### config.mk
export PLATFORM = sky130hd
export DESIGN_NAME = step_sequencer
export DESIGN_NICKNAME = d
export VERILOG_FILES = /design/src/step_sequencer_pkg.sv /design/src/step_sequencer.sv /design/src/step_table.sv
export SDC_FILE = /design/constraint.sdc
export NUM_CORES = 2
export LEC_CHECK = 0
export ABC_AREA = 1
export BUFFER_PORTS_ARGS = -buffer_cell sky130_fd_sc_hd__buf_2
export CORE_UTILIZATION = 55
export DETAILED_ROUTE_END_ITERATION = 6
export PLACE_DENSITY = 0.77
export SLEW_MARGIN = 20
export SYNTH_ARGS = -nofsm -noshare
export SYNTH_HDL_FRONTEND = slang
export SYNTH_SLANG_ARGS = --single-unit
### constraint.sdc
create_clock -name i_core_clk -period 29.6 [get_ports i_core_clk]
set_clock_uncertainty 0.2 [all_clocks]
set_input_delay 5.92 -clock i_core_clk [delete_from_list [all_inputs] [get_ports i_core_clk]]
set_output_delay 5.92 -clock i_core_clk [all_outputs]
set_load 0.02 [all_outputs]
### src/step_sequencer_pkg.sv
// Package: constants and types for the multi-reference step sequencer
package step_sequencer_pkg;
  // ****************************************
  // Table geometry and value limits
  // ****************************************
  localparam int unsigned NUM_STEPS = 16;
  localparam int unsigned STEP_IDX_W = 4;
  localparam int unsigned REF_W = 11;
  localparam int unsigned DUR_W = 16;
  localparam int unsigned RAMP_W = 2;
  localparam int unsigned SCALE_W = 16;
  localparam logic signed [REF_W-1:0] REF_MAX = 11'sd1000;
  localparam logic signed [REF_W-1:0] REF_MIN = -11'sd1000;
  localparam logic signed [REF_W-1:0] REF_RESET = 11'sd0;
  localparam logic [DUR_W-1:0] DUR_RESET = 16'h0000;
  localparam logic [RAMP_W-1:0] RAMP_RESET = 2'h0;
  localparam int unsigned PERMILLE_DIV = 1000;
  // ****************************************
  // Run modes, targets and state encodings
  // ****************************************
  localparam logic [1:0] MODE_STOP = 2'h0;
  localparam logic [1:0] MODE_HOLD = 2'h1;
  localparam logic [1:0] MODE_REPEAT = 2'h2;
  localparam logic [1:0] MODE_RESET = 2'h0;
  localparam logic [1:0] TGT_FREQ = 2'h0;
  localparam logic [1:0] TGT_VOLT = 2'h1;
  localparam logic [1:0] TGT_PID = 2'h2;
  localparam int unsigned RETAIN_POWER_BIT = 0;
  localparam int unsigned RETAIN_STOP_BIT = 1;
  localparam logic [1:0] RETAIN_RESET = 2'h0;
  typedef enum logic [3:0] {
    ST_IDLE = 4'b0001,
    ST_RUN = 4'b0010,
    ST_HOLD = 4'b0100,
    ST_DONE = 4'b1000
  } seq_state_type;
endpackage

### src/step_sequencer.sv
// Multi-reference table and step sequencer top level
`timescale 1ns/1ps
`default_nettype none
// Summary of operation
// - Sixteen signed references, -100.0 to 100.0 percent
// - Frequency target scales by maximum frequency
// - Voltage target scales by rated motor voltage
// - PID target passes percentage unscaled
// - Digital input code selects active reference
// - Mode 0 stops after one cycle
// - Mode 1 holds final step after cycle
// - Mode 2 repeats cycles until stop
// - Negative step reference commands reverse rotation under frequency target only
// - Run modes apply only to frequency target
// - Power retention digit one resumes saved step
// - Power retention zero restarts after power-up
// - Stop retention one resumes recorded step
// - Stop retention zero restarts each start after a stop
// - Per-step ramp set zero to three
// - Reset clears state, outputs and table references, durations and ramp sets
module step_sequencer
  import step_sequencer_pkg::*;
(
  // Clock, reset, enable
  input wire logic i_core_clk,
  input wire logic i_rst,
  input wire logic i_ce,
  // Configuration
  input wire logic [1:0] i_sequence_run_mode,
  input wire logic [1:0] i_sequence_retention_select,
  input wire logic [1:0] i_target_select,
  input wire logic i_sequencer_enable,
  input wire logic [STEP_IDX_W-1:0] i_last_step,
  input wire logic [SCALE_W-1:0] i_max_frequency,
  input wire logic [SCALE_W-1:0] i_rated_voltage,
  // Table write port
  input wire logic i_table_wr_en,
  input wire logic [STEP_IDX_W-1:0] i_table_wr_idx,
  input wire logic signed [REF_W-1:0] i_table_wr_ref,
  input wire logic [DUR_W-1:0] i_table_wr_dur,
  input wire logic [RAMP_W-1:0] i_table_wr_ramp,
  // Run control, timebase and terminals (asynchronous pins)
  input wire logic i_run_cmd,
  input wire logic i_stop_cmd,
  input wire logic i_time_tick,
  input wire logic [STEP_IDX_W-1:0] i_reference_select,
  // Power-loss retention store
  input wire logic i_power_up,
  input wire logic i_power_loss,
  input wire logic [STEP_IDX_W-1:0] i_saved_step,
  input wire logic [DUR_W-1:0] i_saved_elapsed,
  output logic o_save_strobe,
  output logic [STEP_IDX_W-1:0] o_save_step,
  output logic [DUR_W-1:0] o_save_elapsed,
  // Setpoint outputs
  output logic signed [SCALE_W:0] o_setpoint,
  output logic o_reverse,
  output logic [RAMP_W-1:0] o_ramp_select,
  output logic [STEP_IDX_W-1:0] o_step,
  output logic o_running,
  output logic o_cycle_done
);
  // ****************************************
  // Input synchronisers
  // ****************************************
  logic [3:0] pin_meta;
  logic [3:0] pin_sync;
  logic [3:0] pin_prev;
  logic [STEP_IDX_W-1:0] sel_meta;
  logic [STEP_IDX_W-1:0] sel_sync;
  logic run_rise;
  logic stop_rise;
  logic tick_rise;
  logic run_level;

  always_ff @(posedge i_core_clk) begin
    if (i_rst) begin
      pin_meta <= 4'h0;
      pin_sync <= 4'h0;
      pin_prev <= 4'h0;
      sel_meta <= 4'h0;
      sel_sync <= 4'h0;
    end else if (i_ce) begin
      pin_meta <= {i_power_loss, i_time_tick, i_stop_cmd, i_run_cmd};
      pin_sync <= pin_meta;
      pin_prev <= pin_sync;
      sel_meta <= i_reference_select;
      sel_sync <= sel_meta;
    end
  end

  assign run_rise = pin_sync[0] & ~pin_prev[0];
  assign stop_rise = pin_sync[1] & ~pin_prev[1];
  assign tick_rise = pin_sync[2] & ~pin_prev[2];
  assign run_level = pin_sync[0];

  // ****************************************
  // Table
  // ****************************************
  logic [STEP_IDX_W-1:0] step;
  logic [STEP_IDX_W-1:0] rd_idx;
  logic signed [REF_W-1:0] cur_ref;
  logic [DUR_W-1:0] cur_dur;
  logic [RAMP_W-1:0] cur_ramp;

  // Direct selection when the sequencer is off, otherwise the active step
  assign rd_idx = i_sequencer_enable ? step : sel_sync;

  step_table #(
    .DEPTH(NUM_STEPS)
  ) u_table (
    .i_core_clk(i_core_clk),
    .i_rst(i_rst),
    .i_ce(i_ce),
    .i_wr_en(i_table_wr_en),
    .i_wr_idx(i_table_wr_idx),
    .i_wr_ref(i_table_wr_ref),
    .i_wr_dur(i_table_wr_dur),
    .i_wr_ramp(i_table_wr_ramp),
    .i_rd_idx(rd_idx),
    .o_rd_ref(cur_ref),
    .o_rd_dur(cur_dur),
    .o_rd_ramp(cur_ramp)
  );

  // ****************************************
  // Sequencer state machine
  // ****************************************
  seq_state_type state;
  seq_state_type next_state;
  logic [DUR_W-1:0] elapsed;
  logic [DUR_W-1:0] next_elapsed;
  logic [STEP_IDX_W-1:0] next_step;
  logic [STEP_IDX_W-1:0] kept_step;
  logic [STEP_IDX_W-1:0] next_kept_step;
  logic [DUR_W-1:0] kept_elapsed;
  logic [DUR_W-1:0] next_kept_elapsed;
  logic cycle_done;
  logic next_cycle_done;
  logic [1:0] eff_mode;
  logic step_over;
  logic settle;
  logic next_settle;
  logic power_resume;
  logic next_power_resume;

  // Voltage and PID targets have no end-of-cycle modes; they simply repeat
  assign eff_mode = (i_target_select == TGT_FREQ) ? i_sequence_run_mode : MODE_REPEAT;
  // Read data lags the step by one cycle, so the settle flag masks it
  assign step_over = ~settle & (elapsed >= cur_dur);

  always_comb begin
    next_state = state;
    next_step = step;
    next_elapsed = elapsed;
    next_kept_step = kept_step;
    next_kept_elapsed = kept_elapsed;
    next_cycle_done = cycle_done;
    next_settle = 1'b0;
    next_power_resume = power_resume;
    if (i_power_up) begin
      next_power_resume = i_sequence_retention_select[RETAIN_POWER_BIT];
      if (i_sequence_retention_select[RETAIN_POWER_BIT]) begin
        next_kept_step = i_saved_step;
        next_kept_elapsed = i_saved_elapsed;
      end else begin
        next_kept_step = 4'h0;
        next_kept_elapsed = DUR_RESET;
      end
    end
    case (state)
      ST_IDLE: begin
        if (run_rise && i_sequencer_enable) begin
          next_state = ST_RUN;
          next_settle = 1'b1;
          next_cycle_done = 1'b0;
          // One-shot resume; a coincident power-up still arms it
          next_power_resume = i_power_up && i_sequence_retention_select[RETAIN_POWER_BIT];
          if (i_sequence_retention_select[RETAIN_STOP_BIT] || power_resume) begin
            next_step = kept_step;
            next_elapsed = kept_elapsed;
          end else begin
            next_step = 4'h0;
            next_elapsed = DUR_RESET;
          end
        end
      end
      ST_RUN: begin
        if (stop_rise || !run_level) begin
          next_state = ST_IDLE;
          next_kept_step = step;
          next_kept_elapsed = elapsed;
        end else if (step_over) begin
          next_elapsed = DUR_RESET;
          next_settle = 1'b1;
          if (step >= i_last_step) begin
            next_cycle_done = 1'b1;
            if (eff_mode == MODE_STOP) begin
              next_state = ST_DONE;
              next_kept_step = 4'h0;
              next_kept_elapsed = DUR_RESET;
            end else if (eff_mode == MODE_HOLD) begin
              next_state = ST_HOLD;
            end else begin
              next_step = 4'h0;
            end
          end else begin
            next_step = step + 4'h1;
          end
        end else if (tick_rise) begin
          next_elapsed = elapsed + 16'h0001;
        end
      end
      ST_HOLD: begin
        // Final step's value and direction stay until stop
        if (stop_rise || !run_level) begin
          next_state = ST_IDLE;
          next_kept_step = 4'h0;
          next_kept_elapsed = DUR_RESET;
        end
      end
      ST_DONE: begin
        // A fresh run command is needed after a completed cycle
        if (!run_level) begin
          next_state = ST_IDLE;
        end
      end
      default: begin
        next_state = ST_IDLE;
      end
    endcase
  end

  always_ff @(posedge i_core_clk) begin
    if (i_rst) begin
      state <= ST_IDLE;
      step <= 4'h0;
      elapsed <= DUR_RESET;
      kept_step <= 4'h0;
      kept_elapsed <= DUR_RESET;
      cycle_done <= 1'b0;
      settle <= 1'b0;
      power_resume <= 1'b0;
    end else if (i_ce) begin
      state <= next_state;
      step <= next_step;
      elapsed <= next_elapsed;
      kept_step <= next_kept_step;
      kept_elapsed <= next_kept_elapsed;
      cycle_done <= next_cycle_done;
      settle <= next_settle;
      power_resume <= next_power_resume;
    end
  end

  // ****************************************
  // Setpoint scaling and outputs
  // ****************************************
  logic signed [SCALE_W+REF_W+1:0] product;
  logic signed [SCALE_W:0] next_setpoint;
  logic active;
  logic next_save;

  assign active = !i_sequencer_enable || (state == ST_RUN) || (state == ST_HOLD);
  // Save on the loss edge; the store is written once per event
  assign next_save = pin_sync[3] & ~pin_prev[3];

  always_comb begin
    product = '0;
    if (i_target_select == TGT_FREQ) begin
      product = $signed({1'b0, i_max_frequency}) * cur_ref;
    end else if (i_target_select == TGT_VOLT) begin
      product = $signed({1'b0, i_rated_voltage}) * cur_ref;
    end
    if (i_target_select == TGT_PID) begin
      next_setpoint = (SCALE_W+1)'(cur_ref);
    end else begin
      next_setpoint = (SCALE_W+1)'(product / $signed(PERMILLE_DIV));
    end
    if (!active) begin
      next_setpoint = '0;
    end
  end

  always_ff @(posedge i_core_clk) begin
    if (i_rst) begin
      o_setpoint <= '0;
      o_reverse <= 1'b0;
      o_ramp_select <= RAMP_RESET;
      o_step <= 4'h0;
      o_running <= 1'b0;
      o_cycle_done <= 1'b0;
      o_save_strobe <= 1'b0;
      o_save_step <= 4'h0;
      o_save_elapsed <= DUR_RESET;
    end else if (i_ce) begin
      o_setpoint <= next_setpoint;
      o_reverse <= active && (i_target_select == TGT_FREQ) && cur_ref[REF_W-1];
      o_ramp_select <= cur_ramp;
      o_step <= step;
      o_running <= (state == ST_RUN) || (state == ST_HOLD);
      o_cycle_done <= cycle_done;
      o_save_strobe <= next_save;
      if (next_save) begin
        o_save_step <= (state == ST_RUN) ? step : kept_step;
        o_save_elapsed <= (state == ST_RUN) ? elapsed : kept_elapsed;
      end
    end
  end
endmodule
`default_nettype wire

### src/step_table.sv
// Step table memory: reference, duration and ramp set per step
`timescale 1ns/1ps
`default_nettype none
module step_table
  import step_sequencer_pkg::*;
#(
  parameter int unsigned DEPTH = NUM_STEPS
) (
  // Clock and reset
  input wire logic i_core_clk,
  input wire logic i_rst,
  input wire logic i_ce,
  // Write port
  input wire logic i_wr_en,
  input wire logic [STEP_IDX_W-1:0] i_wr_idx,
  input wire logic signed [REF_W-1:0] i_wr_ref,
  input wire logic [DUR_W-1:0] i_wr_dur,
  input wire logic [RAMP_W-1:0] i_wr_ramp,
  // Read port, registered
  input wire logic [STEP_IDX_W-1:0] i_rd_idx,
  output logic signed [REF_W-1:0] o_rd_ref,
  output logic [DUR_W-1:0] o_rd_dur,
  output logic [RAMP_W-1:0] o_rd_ramp
);
  // ****************************************
  // Storage
  // ****************************************
  logic signed [REF_W-1:0] ref_mem [DEPTH];
  logic [DUR_W-1:0] dur_mem [DEPTH];
  logic [RAMP_W-1:0] ramp_mem [DEPTH];
  logic signed [REF_W-1:0] clamped_ref;

  // Out-of-span writes are clamped so the table never holds illegal values
  always_comb begin
    clamped_ref = i_wr_ref;
    if (i_wr_ref > REF_MAX) begin
      clamped_ref = REF_MAX;
    end else if (i_wr_ref < REF_MIN) begin
      clamped_ref = REF_MIN;
    end
  end

  always_ff @(posedge i_core_clk) begin
    if (i_rst) begin
      for (int i = 0; i < DEPTH; i++) begin
        ref_mem[i] <= REF_RESET;
        dur_mem[i] <= DUR_RESET;
        ramp_mem[i] <= RAMP_RESET;
      end
      o_rd_ref <= REF_RESET;
      o_rd_dur <= DUR_RESET;
      o_rd_ramp <= RAMP_RESET;
    end else if (i_ce) begin
      if (i_wr_en) begin
        ref_mem[i_wr_idx] <= clamped_ref;
        dur_mem[i_wr_idx] <= i_wr_dur;
        ramp_mem[i_wr_idx] <= i_wr_ramp;
      end
      o_rd_ref <= ref_mem[i_rd_idx];
      o_rd_dur <= dur_mem[i_rd_idx];
      o_rd_ramp <= ramp_mem[i_rd_idx];
    end
  end
endmodule
`default_nettype wire

# Yosys cells after proc, flatten, opt, wreduce, memory -nomap -nowiden
# Memory sizes are Yosys's and may differ from the RTL's. A register that Yosys moved wholly into a read port is not among the register bits.
# Cells that the tools add are included.
[totals]
reg_bits = 114
ramBits = 464
input_bits = 109
out_inout_bits = 47
word_cells = 161
memories = 3
[mem_list]
columns = ["name", "depth", "word_bits", "rd", "rd_clocked_by_memory_dff", "write_ports", "line_no", "text"]
rows = [
  ["u_table.dur_mem", 16, 16, 1, 1, 16, "step_table.sv:29", "logic [DUR_W-1:0] dur_mem [DEPTH];"],
  ["u_table.ref_mem", 16, 11, 1, 1, 16, "step_table.sv:28", "logic signed [REF_W-1:0] ref_mem [DEPTH];"],
  ["u_table.ramp_mem", 16, 2, 1, 1, 16, "step_table.sv:30", "logic [RAMP_W-1:0] ramp_mem [DEPTH];"],
]
[classes]
add_sub_neg = 2
multipliers = 2
div = 1
magnitude_cmp = 4
n_eq_ne = 19
n_mux = 76
bitwise_logic = 10
reduce_logical = 22
[op_table]
columns = ["cell", "n"]
rows = [
  ["$mux W16", 14],
  ["$mux W4", 27],
  ["$pmux W16 S2", 2],
  ["$mux W29", 2],
  ["$mul A17 B11 Y28", 2],
  ["$mux W17", 2],
  ["$mux W11", 3],
  ["$div A32 B11 Y32 const B", 1],
  ["$mux W1", 19],
  ["$add A16 B1 Y16 const B", 1],
  ["$ge A16 B16 Y1", 1],
  ["$pmux W4 S2", 2],
  ["$pmux W4 S4", 1],
  ["$reduce_or A16 Y1", 1],
  ["$ne A3 B3 Y1 const B", 5],
  ["$reduce_and A7 Y1", 2],
  ["$ne A2 B2 Y1 const B", 6],
  ["$gt A11 B11 Y1 const B", 1],
  ["$lt A11 B11 Y1 const B", 1],
  ["$reduce_or A11 Y1", 1],
  ["$reduce_and A6 Y1", 1],
  ["$and A1 B1 Y1", 5],
  ["$logic_or A1 B1 Y1", 5],
  ["$not A1 Y1", 5],
  ["other kinds (18)", 26],
]

# Longest topological paths before layout
[depth]
depth_word = 9
mapped_depth = 143

# By module
# A second synthesis with hierarchy kept.
[hier_totals]
hier_cells = 6316
area_unflattened_um2 = 48571.6
[by_module_without_submodules]
columns = ["mod", "instances", "cells_per_inst", "area_each_um2", "seq_area_each_um2"]
rows = [
  ["step_sequencer", 1, 3996, 26255.2, 2282.2],
  ["step_table", 1, 2320, 22316.4, 14513.9],
]

# Worst setup path after synthesis
# OpenSTA, ideal clock, no wires.
[synth_path]
kind = "input port to flip-flop"
startpoint = "input i_max_frequency[1]"
endpoint = "register o_setpoint[16]"
t_arrival_ns = 20.195
path_slack_ns = 9.135
stages = 120
path_buffers = 3
path_cell_list = "clkbuf_1 nand2_1 fa_1 fa_1 inv_1 fa_1 fa_1 inv_1 fa_1 inv_1 ha_1 nand2_1 inv_2 a21oi_1 nand2_1 nand2_1 nand2_1 nand3_1 [... 84 more ...] nand2_1 nand2_1 nand2_1 nor2_1 a21oi_4 ha_1 nand2_1 nor3_2 inv_2 nor3_2 nand2_1 nor3_2 nand4_1 nand2_1 nand2_1 nand3_1 nand2_1 a21oi_1"
[synth_via]
elab_chain_cells = 5
[synth_lines]
columns = ["item", "line_no", "text"]
rows = [
  ["start, declared", "step_sequencer.sv:34", "input wire logic [SCALE_W-1:0] i_max_frequency,"],
  ["$mul A17 B11 Y28", "step_sequencer.sv:271", "product = $signed({1'b0, i_max_frequency}) * cur_ref;"],
  ["$mux W29", "step_sequencer.sv:270", "if (i_target_select == TGT_FREQ) begin"],
  ["$div A32 B11 Y32", "step_sequencer.sv:278", "next_setpoint = (SCALE_W+1)'(product / $signed(PERMILLE_DIV));"],
  ["$mux W17", "step_sequencer.sv:275", "if (i_target_select == TGT_PID) begin"],
  ["$mux W17", "step_sequencer.sv:280", "if (!active) begin"],
  ["end signal, assigned", "step_sequencer.sv:297", "o_setpoint <= next_setpoint;"],
  ["end, declared", "step_sequencer.sv:56", "output logic signed [SCALE_W:0] o_setpoint,"],
]
# Every way passes these cells.
# A chain may end at the register's enable or synchronous reset.

# Final worst setup path
[layout_path]
startpoint = "input i_max_frequency[6]"
endpoint = "register o_setpoint[14]"
# Same word-level chain as after synthesis.

==> results_dict.tcl <==
set metrics [dict create \
    cts_tree "built" \
    synth.top_cell.area_share 0.306 \
    crit_type "in -> reg" \
    portBuffers 155 \
    rr_startpoint "u_table.o_rd_ref[10]" \
    drtIter0Drc 4221 \
    rows 105 \
    min_to "pin_prev[3]" \
    dr_total_vias 39300 \
    grt_overflow 0 \
    max_freq_mhz 44.1 \
    final_nets 6299 \
    io_pins 156 \
    synth_enable_flop_cells 464 \
    fp.dieArea_sq_um 84000 \
    arrival_ns 22.98 \
    crit_path_start_kind "input pin" \
    grt_pass1_wl_microns 196000 \
    status "complete, no violations" \
    critical_path.max_stage_delay_ns 0.54 \
    cts_resized 0 \
    slowest_stage "fa_1" \
    worstSkewPairLatency_ns 0.64 \
    cts.hold.buffers_added 0 \
    cap_violations 0 \
    slew_headroom 0.209 \
    async_flop_share 0 \
    cts_buffer_depth 3 \
    antenna_found_initial 8 \
    synth_commonest_cells "nand2_1, nor2_1, inv_1" \
    setup_viol 0 \
    cts.sinks 607 \
    crit_path_max_fanout 52 \
    cts_setup_buffers 0 \
    grt_usage 0.298 \
    drive_gt1_frac 0.0977 \
    synth-main-ff-cell "edfxtp_1" \
    synth_area_leader_cell "edfxtp_1" \
    ys_warn_count 0 \
    ys_ff_latch 607 \
    tns_ns 0 \
    worstRegToRegCells 121 \
    hpwl_microns 80900 \
    wirelength_microns 126000 \
    grt_start_max_net_pins 132 \
    clock_tree.root_cell "clkbuf_16" \
    r2r_slack_ns 11.30 \
    synthCells 5786 \
    drc_errors 0 \
    min_path_type "reg -> reg" \
    die_y_microns 290 \
    cpMostUsedCell "nand2_1" \
    dr.pass1.iters 7 \
    holdPathStages 2 \
    crit_path_end_kind "register" \
    vias_per_cell 5.71 \
    path_clk_slew_ns 0.06 \
    netlist_area_sq_um 45600 \
    initial_core_util 0.556 \
    gp_congestion 0.932 \
    cts_buffers 67 \
    synth-seq-area-share 0.369 \
    dieWidth_microns 290 \
    ant_nets 0 \
    tightest_slew_ns 1.18 \
    drv_slew 0 \
    hold_path_startpoint "pin_prev[3]" \
    area_growth_pct 8.05 \
    rr_endpoint "o_setpoint[14]" \
    cp.required_ns 29.91 \
    grt_setup_unrepaired "no" \
    report.final.hold_viol_count 0 \
    avgRoutedWirePerCell_microns 18.3 \
    syn-mean-instance-area_sq_um 7.87 \
    ys_types 62 \
    grt_pass1_vias 37100 \
    core_sq_um 82000 \
    synth.area.top_cells "edfxtp_1, fa_1, nand2_1, nor2_1, inv_1" \
    fin_crit_sh 0.766 \
    min_period_ns 22.68 \
    htreeDepth 3 \
    synth_most_common_cell "nand2_1" \
    synth_nets 6334 \
]
==> layout by cell type, fill, tap and decap left out, types with 24 or more instances in the layout <==
| cell | n |
|---|---|
| buf_4 | 61 |
| o211ai_1 | 67 |
| nand4_1 | 28 |
| inv_1 | 878 |
| edfxtp_1 | 464 |
| nor3_1 | 30 |
| o22ai_1 | 46 |
| o21ai_1 | 45 |
| nor2_1 | 920 |
| a21oi_1 | 161 |
| nand3b_1 | 24 |
| xor2_1 | 45 |
| inv_2 | 61 |
| fa_1 | 252 |
| o21ai_0 | 365 |
| nand2_2 | 62 |
| clkbuf_16 | 67 |
| nand2_1 | 1069 |
| o221ai_1 | 90 |
| buf_2 | 154 |
| dfxtp_1 | 143 |
| nand3_1 | 310 |
| ha_1 | 187 |
==> worst max path at each step <==
stage	startpoint	endpoint	slack, ns	cells after the start
floorplan	i_max_frequency[1]	o_setpoint[16]	9.13	120
global placement	i_max_frequency[7]	o_setpoint[14]	6.91	117
detailed placement	i_max_frequency[6]	o_setpoint[14]	6.43	121
CTS	i_max_frequency[6]	o_setpoint[14]	7.10	121
global route	i_max_frequency[6]	o_setpoint[16]	4.99	120
finish	i_max_frequency[6]	o_setpoint[14]	6.92	119
==> registers in the layout, indices dropped and copies added (netlist names), 4 cells and up <==
name and cells:
u_table.dur_mem 256, u_table.ref_mem 176, u_table.ramp_mem 32, o_setpoint 17, elapsed 16, kept_elapsed 16, o_save_elapsed 16, u_table.o_rd_dur 16
u_table.o_rd_ref 11, kept_step 4, o_save_step 4, o_step 4, pin_meta 4, pin_prev 4, pin_sync 4, sel_meta 4
sel_sync 4, state 4, step 4
==> final cells by class <==
type | instances | area (sq um)
Antenna cell | 8 | 20.0
Inverter | 950 | 3580
Multi-Input combinational cell | 3910 | 24000
Tap cell | 1070 | 1340
Clock inverter | 40 | 459
Clock buffer | 82 | 1750
Sequential cell | 607 | 16800
Timing Repair Buffer | 215 | 1230
Fill cell | 7122 | 32800
==> metal layers <==
metal	GRT usage	wire, microns	vias up
met4	0.0915	3520	2
met1	0.410	50700	18500
met2	0.478	57700	1968
li1	-	-	18500
met3	0.0532	14000	273
met5	0	13	-
==> through the flow <==
step / hold WS, ns / setup WS, ns / utilization / std cells / instance area [sq um]
after floorplan: 0.229 / 9.13 / - / 5786 / 45600
after global placement: 0.244 / 6.91 / 0.573 / 6752 / 47000
after detailed placement: 0.252 / 6.43 / 0.573 / 6752 / 47000
after CTS: 0.261 / 7.10 / 0.600 / 6874 / 49200
after global routing: 0.279 / 4.99 / 0.600 / 6878 / 49200
final: 0.260 / 6.92 / 0.600 / 6882 / 49200
==> kinds of logic after synthesis <==
group | count (synthesis) | synth area share
AOI/OAI and AO/OA | 855 | 0.112
xor gates and xnor gates | 55 | 0.0106
adders and majority gates | 439 | 0.162
buffers and inverters | 1269 | 0.105
DFF | 607 | 0.369
and+or+nand+nor | 2561 | 0.241
==> worst max-delay path: cells and delay by family <==
| family | cells | cell delay [ns] |
|---|---|---|
| buffers and inverters | 11 | 1.24 |
| adder cells (fa/ha/maj) | 7 | 3.21 |
| AO/OA/AOI/OAI | 13 | 2.10 |
| AND/OR/NAND/NOR | 88 | 10.51 |
Power is left out: the tool's default activity adds up to more than one toggle a clock period on the data nets, which glitch-free logic cannot reach.
